## src/design/wdm_pkg.sv

```systemverilog
`default_nettype none
package wdm_pkg;
    // Register word indices; byte address is index * 4
    localparam logic [7:0] MODE_INDEX = 8'h05;
    localparam logic [7:0] REFRESH_INDEX = 8'h0d;
    localparam logic [7:0] START_INDEX = 8'h0e;
    localparam logic [7:0] CTRL_INDEX = 8'h10;
    localparam logic [7:0] STATUS_INDEX = 8'h11;
    // Field positions
    localparam int ACTION_BIT = 2;
    localparam int PROTECT_BIT = 1;
    localparam int CSP_BIT = 7;
    // Reset values
    localparam logic [7:0] MODE_RESET = 8'h00;
    localparam logic [13:0] COUNT_RESET = 14'h3fff;
    // Cycles after reset release before the option word is taken
    localparam logic [1:0] OPT_SETTLE = 2'h2;
    // Underflow initial values
    localparam logic [13:0] PERIOD_00 = 14'h03ff;
    localparam logic [13:0] PERIOD_01 = 14'h0fff;
    localparam logic [13:0] PERIOD_10 = 14'h1fff;
    localparam logic [13:0] PERIOD_11 = 14'h3fff;

    // Option word fields, sampled after reset release
    typedef struct packed {
        logic [1:0] refresh_window_sel;
        logic [1:0] underflow_period_sel;
    } wdm_option_type;

    // Watchdog outputs
    typedef struct packed {
        logic irq;
        logic rst;
    } wdm_event_type;
endpackage
`default_nettype wire

```

## src/design/wdm_counter.sv

```systemverilog
`timescale 1ns/100ps
`default_nettype none
module wdm_counter (
    // Clock and reset
    input wire logic clock_in,
    input wire logic rst_b_in,
    // Control
    input wire logic tick_in,
    input wire logic start_in,
    input wire logic reload_in,
    input wire logic [13:0] init_in,
    // State
    output logic running_out,
    output logic underflow_out,
    output logic [13:0] count_out
);
    logic [13:0] count_q;
    logic [13:0] count_d;
    logic running_q;
    logic underflow_q;
    wire at_zero = (count_q == 14'h0000);
    wire step = running_q && tick_in;

    // Next count: reload wins over counting
    assign count_d = (start_in || reload_in || (step && at_zero)) ? init_in :
        (step ? count_q - 14'h0001 : count_q);

    // Counter and run state
    always_ff @(posedge clock_in or negedge rst_b_in) begin
        if (!rst_b_in) begin
            count_q <= wdm_pkg::COUNT_RESET;
            running_q <= 1'b0;
            underflow_q <= 1'b0;
        end else begin
            count_q <= count_d;
            underflow_q <= step && at_zero && !reload_in && !start_in;
            if (start_in) begin
                running_q <= 1'b1;
            end
        end
    end

    assign running_out = running_q;
    assign underflow_out = underflow_q;
    assign count_out = count_q;
endmodule
`default_nettype wire

```

## src/design/wdm_top.sv

```systemverilog
// What this block does
// - Underflow period comes from a two-bit option field latched after reset.
// - Refresh window width comes from another two-bit option field.
// - Action bit 2 of mode register: 0 interrupt, 1 reset on underflow.
// - Action bit is sticky; writing 0 leaves a set bit at 1.
// - Enabling count source protection forces the action bit to 1.
// - Mode register writes take effect only with protect bit one set.
// - Mode register resets to zero; bits 3 to 6 read zero.
// - Period codes select 03FFh, 0FFFh, 1FFFh, 3FFFh initial values.
// - Window codes accept refresh in last 25, 50, 75 or 100 percent.
// - Any write to the start register with byte lane 0 selected starts the counter.
`timescale 1ns/100ps
`default_nettype none
module wdm_top (
    // Clock and reset
    input wire logic clock_in,
    input wire logic rst_b_in,
    // Wishbone slave
    input wire logic wb_cyc_in,
    input wire logic wb_stb_in,
    input wire logic wb_we_in,
    input wire logic [7:0] wb_adr_in,
    input wire logic [3:0] wb_sel_in,
    input wire logic [31:0] wb_dat_in,
    output logic [31:0] wb_dat_out,
    output logic wb_ack_out,
    // Option word, protection and count source tick inputs
    input wire logic [3:0] option_select_word_two_in,
    input wire logic protect_bit_one_in,
    input wire logic count_source_protect_enable_in,
    input wire logic count_tick_in,
    // Watchdog events
    output logic watchdog_irq_out,
    output logic watchdog_reset_out
);
    logic ack_q;
    logic [31:0] rdata_q;
    logic [31:0] rdata_d;
    logic action_q;
    logic [1:0] rsvd_lo_q;
    logic rsvd_hi_q;
    wdm_pkg::wdm_option_type opt_q;
    logic opt_taken_q;
    logic [1:0] opt_age_q;
    logic [3:0] opt_s1_q;
    logic [3:0] opt_s2_q;
    logic [1:0] prot_s1_q;
    logic [1:0] prot_s2_q;
    logic csp_prev_q;
    logic [1:0] tick_s_q;
    logic tick_prev_q;
    wdm_pkg::wdm_event_type evt_q;
    logic running;
    logic underflow;
    logic [13:0] count;

    // Period decode, used for reload and window
    function automatic logic [13:0] period_of(input logic [1:0] sel);
        unique case (sel)
            2'b00: period_of = wdm_pkg::PERIOD_00;
            2'b01: period_of = wdm_pkg::PERIOD_01;
            2'b10: period_of = wdm_pkg::PERIOD_10;
            2'b11: period_of = wdm_pkg::PERIOD_11;
        endcase
    endfunction

    // Bus decode
    wire req = wb_cyc_in && wb_stb_in && !ack_q;
    wire lane0 = wb_sel_in[0];
    wire wr = req && wb_we_in && lane0;
    wire [5:0] idx = wb_adr_in[7:2];

    // Register hits on the word index
    wire hit_mode = (idx == wdm_pkg::MODE_INDEX[5:0]);
    wire hit_ref = (idx == wdm_pkg::REFRESH_INDEX[5:0]);
    wire hit_start = (idx == wdm_pkg::START_INDEX[5:0]);
    wire hit_ctrl = (idx == wdm_pkg::CTRL_INDEX[5:0]);
    wire hit_stat = (idx == wdm_pkg::STATUS_INDEX[5:0]);

    // Synchronised protection levels
    wire prot_ok = prot_s2_q[0];
    wire csp_on = prot_s2_q[1];

    // Write strobes; a refused write is still acknowledged
    wire mode_wr = wr && hit_mode && prot_ok;
    wire start_wr = wr && hit_start;

    // Reload value from the latched period code
    wire [13:0] init_val = period_of(opt_q.underflow_period_sel);

    // Window limits as fractions of the period, shifts and one add
    wire [13:0] win_quarter = init_val >> 2;
    wire [13:0] win_half = init_val >> 1;
    wire [13:0] win_three = 14'(win_half + win_quarter);

    // Count at or below the limit is inside the window; 100% accepts always
    wire [13:0] win_lim = (opt_q.refresh_window_sel == 2'b11) ? init_val :
        (opt_q.refresh_window_sel == 2'b10) ? win_three :
        (opt_q.refresh_window_sel == 2'b01) ? win_half : win_quarter;
    wire in_window = (count <= win_lim);
    // Refresh outside counting or outside the window is dropped silently
    wire ref_wr = wr && hit_ref && running && in_window;

    // Count source tick, rising edge of the synchronised pin
    wire tick = tick_s_q[1] && !tick_prev_q;

    // Register read views
    wire [7:0] mode_view = {rsvd_hi_q, 4'h0, action_q, rsvd_lo_q};
    wire [31:0] ctrl_view = {28'h0000000, opt_q};
    wire [31:0] stat_view = {16'h0000, running, 1'b0, count};

    // Read mux; unmapped words read zero
    assign rdata_d = hit_mode ? {24'h000000, mode_view} :
        hit_ctrl ? ctrl_view :
        hit_stat ? stat_view : 32'h00000000;

    // Wishbone ack and read data
    always_ff @(posedge clock_in or negedge rst_b_in) begin
        if (!rst_b_in) begin
            ack_q <= 1'b0;
            rdata_q <= 32'h00000000;
        end else begin
            ack_q <= req;
            rdata_q <= rdata_d;
        end
    end

    // Option pin synchroniser
    always_ff @(posedge clock_in or negedge rst_b_in) begin
        if (!rst_b_in) begin
            opt_s1_q <= 4'h0;
            opt_s2_q <= 4'h0;
        end else begin
            opt_s1_q <= option_select_word_two_in;
            opt_s2_q <= opt_s1_q;
        end
    end

    // Protect and count source protection synchroniser
    always_ff @(posedge clock_in or negedge rst_b_in) begin
        if (!rst_b_in) begin
            prot_s1_q <= 2'b00;
            prot_s2_q <= 2'b00;
        end else begin
            prot_s1_q <= {count_source_protect_enable_in, protect_bit_one_in};
            prot_s2_q <= prot_s1_q;
        end
    end

    // Tick synchroniser and edge history
    always_ff @(posedge clock_in or negedge rst_b_in) begin
        if (!rst_b_in) begin
            tick_s_q <= 2'b00;
            tick_prev_q <= 1'b0;
        end else begin
            tick_s_q <= {tick_s_q[0], count_tick_in};
            tick_prev_q <= tick_s_q[1];
        end
    end

    // Option word latched once, after the synchroniser has filled with pin data
    always_ff @(posedge clock_in or negedge rst_b_in) begin
        if (!rst_b_in) begin
            opt_q <= '0;
            opt_taken_q <= 1'b0;
            opt_age_q <= 2'h0;
        end else if (!opt_taken_q) begin
            if (opt_age_q == wdm_pkg::OPT_SETTLE) begin
                opt_q <= opt_s2_q;
                opt_taken_q <= 1'b1;
            end else begin
                opt_age_q <= opt_age_q + 2'h1;
            end
        end
    end

    // Mode register
    always_ff @(posedge clock_in or negedge rst_b_in) begin
        if (!rst_b_in) begin
            action_q <= wdm_pkg::MODE_RESET[wdm_pkg::ACTION_BIT];
            rsvd_lo_q <= wdm_pkg::MODE_RESET[1:0];
            rsvd_hi_q <= wdm_pkg::MODE_RESET[7];
            csp_prev_q <= 1'b0;
        end else begin
            csp_prev_q <= csp_on;
            if (csp_on && !csp_prev_q) begin
                action_q <= 1'b1;
            end else if (mode_wr && wb_dat_in[wdm_pkg::ACTION_BIT]) begin
                action_q <= 1'b1;
            end
            if (mode_wr) begin
                rsvd_lo_q <= wb_dat_in[1:0];
                rsvd_hi_q <= wb_dat_in[7];
            end
        end
    end

    // Underflow consequence
    always_ff @(posedge clock_in or negedge rst_b_in) begin
        if (!rst_b_in) begin
            evt_q <= '0;
        end else begin
            evt_q.irq <= underflow && !action_q;
            evt_q.rst <= underflow && action_q;
        end
    end

    // Down counter with start and refresh reload
    wdm_counter u_counter (
        .clock_in(clock_in),
        .rst_b_in(rst_b_in),
        .tick_in(tick),
        .start_in(start_wr),
        .reload_in(ref_wr),
        .init_in(init_val),
        .running_out(running),
        .underflow_out(underflow),
        .count_out(count)
    );

    // Outputs
    assign wb_ack_out = ack_q;
    assign wb_dat_out = rdata_q;
    assign watchdog_irq_out = evt_q.irq;
    assign watchdog_reset_out = evt_q.rst;
endmodule
`default_nettype wire

```

## config.mk

```make
export PLATFORM = sky130hd
export DESIGN_NAME = wdm_top
export DESIGN_NICKNAME = d
export VERILOG_FILES = /design/src/design/wdm_pkg.sv /design/src/design/wdm_counter.sv /design/src/design/wdm_top.sv
export SDC_FILE = /design/constraint.sdc
export NUM_CORES = 1
export LEC_CHECK = 0
export ABC_AREA = 1
export BUFFER_PORTS_ARGS = -buffer_cell sky130_fd_sc_hd__buf_2
export CAP_MARGIN = 30
export CORE_MARGIN = 4
export CORE_UTILIZATION = 46
export DETAILED_ROUTE_END_ITERATION = 8
export PLACE_DENSITY = 0.87
export SLEW_MARGIN = 10
export SYNTH_ARGS = -nofsm -noshare
export SYNTH_HDL_FRONTEND = slang
export SYNTH_SLANG_ARGS = --single-unit
```

## constraint.sdc

```tcl
create_clock -name clock_in -period 1.8 [get_ports clock_in]
set_input_delay 0.27 -clock clock_in [delete_from_list [all_inputs] [get_ports clock_in]]
set_output_delay 0.27 -clock clock_in [all_outputs]
set_load 0.005 [all_outputs]
```

Word level (Yosys, flattened, before mapping)
Index checks and enable logic that the tools add are counted.
Word-level totals
  register bits after elaboration: 62
  input port bits: 56
  output and inout port bits: 35
  logic and storage cells: 85
Operators by class
  add/subtract/negate cells: 3
  $lt $le $gt $ge: 1
  equality and inequality tests: 12
  muxes and demuxes: 13
  bitwise gates (word level): 2
  reductions and logical operators: 33
Operators by type and width (count)
  two-way mux 14 bit: 4
  case mux 14 bit (4 select lines): 1
  two-way mux 16 bit: 3
  logical AND 1 bit: 19
  adder 13 x 12 -> 14 bit: 1
  <= comparator 14 bit: 1
  zero test 14 bit: 1
  subtractor 14 x 1 -> 14 bit (second input constant): 1
  two-way mux 13 bit: 1
  == test 6 x 4 -> 1 bit (second input constant): 2
  == test 6 x 5 -> 1 bit (second input constant): 2
  == test 2 bit (second input constant): 5
  == test 6 x 3 -> 1 bit (second input constant): 1
  zero test 1 bit: 6
  == test 2 x 1 -> 1 bit (second input constant): 2
  two-way mux 1 bit: 4
  AND reduction 2 bit: 2
  nonzero test 2 bit: 2
  adder 2 x 1 -> 2 bit (second input constant): 1
  zero test 2 bit: 1
  logical OR 1 bit: 2
  inverter 1 bit: 2

Depth between registers and ports, before layout
  depth after elaboration: 10
  mapped depth: 18

Hierarchy
A second synthesis with hierarchy kept.
Second synthesis, totals
  cells, all modules: 389
  area, all modules: 3254.4 µm²
By module, submodules not included
  wdm_top: times used 1, cells each 222, area each 2120.8 µm²
  wdm_counter: times used 1, cells each 167, area each 1133.6 µm²

Worst setup path after synthesis
Ideal clock, no wire load.
  path type: reg2reg
  start point: reg opt_q (netlist bit ctrl_view[0])
  end point: reg u_counter.count_q[13] (netlist: u_counter.count_out[13])
  arrival time: 1895 ps
  required time: 1739 ps
  setup slack: -156 ps
  cell stages (with the launch flop): 18
  period minus slack after synthesis: 1956 ps
  cell sequence: dfrtp_1 -> clkbuf_1 -> inv_1 -> nand2_1 -> o211ai_1 -> ha_1 -> nand2_1 -> inv_1 -> nand2_1 -> nor2_1 -> nand2_1 -> nand2_1 -> nand2_1 -> nand2_4 -> nand2_4 -> nor2_8 -> nand3_2 -> nand3_2
On the way
  cells in the longest elaborated chain, start to end: 10
  elaborated cells on any way between the ends: 15
Ends and longest elaborated chain
  start, declared: RTL line wdm_top.sv:42  | wdm_pkg::wdm_option_type opt_q;
  start signal, assigned: RTL line wdm_top.sv:169  | opt_q <= opt_s2_q;
  == test 2 bit (tied with other cells): RTL line wdm_top.sv:59  | unique case (sel)
  case mux 14 bit (4 select lines) *: RTL line wdm_top.sv:59
  adder 13 x 12 -> 14 bit / two-way mux 13 bit (equally long branches): RTL line wdm_top.sv:94, wdm_top.sv:99
  two-way mux 14 bit: RTL line wdm_top.sv:98  | (opt_q.refresh_window_sel == 2'b10) ? win_three :
  two-way mux 14 bit: RTL line wdm_top.sv:97  | wire [13:0] win_lim = (opt_q.refresh_window_sel == 2'b11) ? init_val :
  <= comparator 14 bit: RTL line wdm_top.sv:100  | wire in_window = (count <= win_lim);
  logical AND 1 bit: RTL line wdm_top.sv:102  | wire ref_wr = wr && hit_ref && running && in_window;
  logical OR 1 bit (2 in a row): RTL line wdm_counter.sv:25  | assign count_d = (start_in || reload_in || (step && at_zero)) ? init_in :
  two-way mux 14 bit / nonzero test 2 bit (equally long branches)
  end signal, assigned: RTL line wdm_counter.sv:31  | count_q <= wdm_pkg::COUNT_RESET;
  end signal, assigned: RTL line wdm_counter.sv:35  | count_q <= count_d;
  end, declared: RTL line wdm_counter.sv:17  | logic [13:0] count_q;
Every way passes the cells marked *; elsewhere a longest branch is shown, timed or not. The select of a mux whose other input is x is not followed.
A chain may end at the register's enable or synchronous reset.

Worst setup path after layout
  start point: reg opt_q (netlist bit ctrl_view[0])
  end point: reg u_counter.count_q[12] (netlist: u_counter.count_out[12])
The elaborated chain is that of the path after synthesis.

==> out/qor.csv <==
stage,metric,value,unit
status,status,"complete, but fails checks",
status,violations,setup timing,
clocking,root_buffer,clkbuf_8,
worst_setup_path,r2r_slack,-0.31,ns
worst_setup_path,critPathSlowestCell,dfrtp_2,
floorplanning,die_w,88.4,um
place,place_ws,-0.280,ns
sta,grt_setup_unrepaired,true,
finish,drive_gt1_share,34.4,%
worst_setup_path,crit_family,simple AND/OR/NAND/NOR gates,
worst_setup_path,r2r-start,ctrl_view[0]$_DFFE_PN0P_,
synth,synthMuxAreaShare,1.14,%
finish,area_delta_synth_final,25.7,%
clocking,clk_path_buf_depth,2,
place,port_buffers,40,
worst_setup_path,critPathArrivalTime,2.40,ns
worst_setup_path,critPathLaunch,ctrl_view[0]$_DFFE_PN0P_,
global_routing,grt.overflow.total,0,
sta,period_needed,2.11,ns
global_routing,grt_pass1_wl,10400,um
detailed_routing,drt-total-wl,6520,um
sta,timing.fmax,473,MHz
sta,relSlewSlack,64.7,%
synth,synthAdderAreaFrac,3.78,%
synth,syn-instance-count,335,
finish,final_util,59.3,%
finish,fin_nets,476,
synth,ys_seq_elements,61,
floorplanning,start_util,47.1,%
floorplanning,die_h,88.4,um
floorplanning,die_area,7820,sq um
detailed_routing,wl_per_cell,13.2,um
hold_path,worstHoldStart,count_source_protect_enable_in,
global_routing,grt_pass1_vias,2369,
global_routing,antenna_found_initial,0,
synth,synthFlopType,dfrtp_1,
place,place.gp.congestion,0.847,
synth,synthSimpleGateAreaFrac,26.8,%
detailed_routing,vias,2453,
synth,synth_warnings,0,
clocking,clkLatencyLatePin,0.34,ns
synth,ys_types,31,
sta,setup_viol,15,
sta,finalHoldViolations,0,
power_and_ir_drop,p_leak,2.03,nW
power_and_ir_drop,vdd_drop_max,0.000652,V
sta,whs,0.0297,ns
synth,synthArstFlopShare,100,%
clocking,cts_buffers,9,
worst_setup_path,slowest_delay,0.44,ns
global_routing,grtUsageTotal,17.9,%
synth,synth-xor-area-share,1.77,%
detailed_routing,drc,0,
synth,ys_seq_area_share,51.9,%
hold_path,hold_depth,1,
worst_setup_path,crit_path_cell_trace,"inv_2, nand2_2, o211ai_1, ha_1, nand2_1, inv_2, nand2_4, nor2_2, nor2_1, nand2_1, nand2_2, nand2_4, nand2_8, nor2_8, nand3_2, nand3_2",
floorplanning,ioPinCount,91,
synth,synth-edff-count,0,
detailed_routing,avgViaCountPerCell,4.98,
finish,regArea,1550,sq um
sta,drv_slew,0,
global_routing,grt_max_degree,62,
place,dpl.hpwl,4510,um
worst_setup_path,regToRegEndpoint,u_counter.count_out[12]$_DFFE_PN1P_,
worst_setup_path,crit_type,register to register,
worst_setup_path,rr_worst_depth,16,
worst_setup_path,end_kind,register,
sta,finClkSkew,0.00863,ns
synth,syn_avg_cell_area,8.88,sq um
power_and_ir_drop,power.total,3.43,mW
floorplanning,rows,29,
synth,synth_top_family_by_area,simple AND/OR/NAND/NOR gates,
hold_path,worstHoldPathType,primary input to register,
finish,diodes,0,
detailed_routing,drt_iter0_drc,120,
finish,multi_input_comb_area,1270,sq um
worst_setup_path,crit_fanout,7,
worst_setup_path,critPathRequiredTime,2.08,ns
detailed_routing,ant_nets,0,
worst_setup_path,cp.buffers_inverters,2,
sta,finalWorstSetupSlack,-0.315,ns
worst_setup_path,worstSetupStartpointType,register,
flow_run,max_cap_viol_count,0,
hold_path,worstHoldEndpoint,prot_s1_q[1]$_DFF_PN0_,
finish,fillCellCount,520,
sta,tns,-3.80,ns
clocking,path_clk_slew,0.07,ns
sta,worstMarginPinSlew,0.525,ns
synth,synth.cell_area,2980,sq um
power_and_ir_drop,pwr_density_cell,917,nW/um^2
sta,fin_crit_sh,117,%
clocking,clkSinkCount,61,
detailed_routing,dr.pass1.iters,5,
clocking,cts_tree,built,
floorplanning,core_area,6310,sq um
clocking,cts_max_level,3,
synth,synth_compound_area_share,3.70,%
## worst register-to-register path, stage by stage (launching register included)
cell and delay, ns:
dfrtp_2 0.44, inv_2 0.06, nand2_2 0.06, o211ai_1 0.10
ha_1 0.33, nand2_1 0.07, inv_2 0.07, nand2_4 0.06
nor2_2 0.11, nor2_1 0.05, nand2_1 0.08, nand2_2 0.07
nand2_4 0.11, nand2_8 0.09, nor2_8 0.18, nand3_2 0.09
nand3_2 0.08
## registers in the layout, summed over array words and instances (netlist names), 2 cells and up
signal / flops
ctrl_view: 4
opt_age_q: 2
opt_s1_q: 4
opt_s2_q: 4
prot_s1_q: 2
prot_s2_q: 2
rsvd_lo_q: 2
tick_s_q: 2
u_counter.count_out: 14
wb_dat_out: 15
## where the power goes
part	switching, mW	internal [mW]
clock network	0.523	0.816
logic	0.310	0.199
registers	0.0855	1.50
## worst max path at each step
stage / endpoint / slack [ns] / cells past startpoint
CTS: u_counter.count_out[12]$_DFFE_PN1P_ / -0.22 / 16
global placement: u_counter.count_out[13]$_DFFE_PN1P_ / -0.20 / 16
floorplan: u_counter.count_out[13]$_DFFE_PN1P_ / -0.03 / 16
global route: u_counter.count_out[12]$_DFFE_PN1P_ / -0.40 / 16
finish: u_counter.count_out[12]$_DFFE_PN1P_ / -0.31 / 16
detailed placement: u_counter.count_out[12]$_DFFE_PN1P_ / -0.28 / 16
## what timing repair did
action	CTS	global route
setup endpoints to repair	15	15
hold buffers	1	0
gates cloned	1	0
setup buffers	2	1
resized for setup	11	14
pin swaps	11	10
endpoints found under the hold margin	47	0
## cell type report
| type | instances | area share (%) |
|---|---|---|
| flip-flops and latches | 61 | 41.3 |
| multi-input cells | 223 | 33.9 |
| repair buffers | 69 | 11.6 |
| inverters | 47 | 4.78 |
| clock buffers | 12 | 3.88 |
| well taps | 77 | 2.58 |
| clock inverters | 4 | 1.94 |
## routing by layer
metal	track usage, %	wire length (um)	share of wire, %
met5	0	0	0
met4	7.97	176	2.7
met3	6.05	389	6.0
met2	30.0	3370	52
met1	20.7	2580	40
## synthesized netlist by cell type, drive strengths merged (2+ instances only)
master / instances / share of area (%)
dfrtp: 47 / 40
a21oi: 9 / 1.5
nand2: 76 / 10
ha: 9 / 3.8
nand4: 7 / 1.5
nand3: 27 / 5.6
o21ai: 5 / 0.84
dfstp: 14 / 12
o211ai: 3 / 0.76
mux2: 3 / 1.1
xor2: 6 / 1.8
o221ai: 2 / 0.59
nor3: 9 / 2.1
nor2: 46 / 6.9
inv: 47 / 5.9
clkbuf: 3 / 0.38
buf: 18 / 4.5
or2: 2 / 0.42
## cell usage in the layout, fill, tap and decap left out, drive strengths merged, types with 2 or more instances in the layout
master  instances
nand3          27
clkbuf         12
nand4           7
a21oi           9
bufinv          2
buf            68
nor2           47
inv            47
nor3            9
o21ai           5
or2             2
nand2          76
conb           17
ha              9
dfrtp          47
dfstp          14
mux2            3
xor2            6
o211ai          3
o221ai          2
## kinds of logic after synthesis
kind of cell / Yosys count
other: 1
AO/OA/AOI/OAI: 19
flip-flops: 61
adder cells (fa/ha/maj): 9
XOR/XNOR: 6
buffers and inverters: 68
multiplexers: 3
AND/OR/NAND/NOR: 168
## stage by stage
step,instances,area [sq um]
after floorplan,351,3050
after global placement,472,3390
after detailed placement,472,3390
after CTS,492,3690
after global routing,493,3740
final,493,3740
Power figures use the tool's default switching activity.
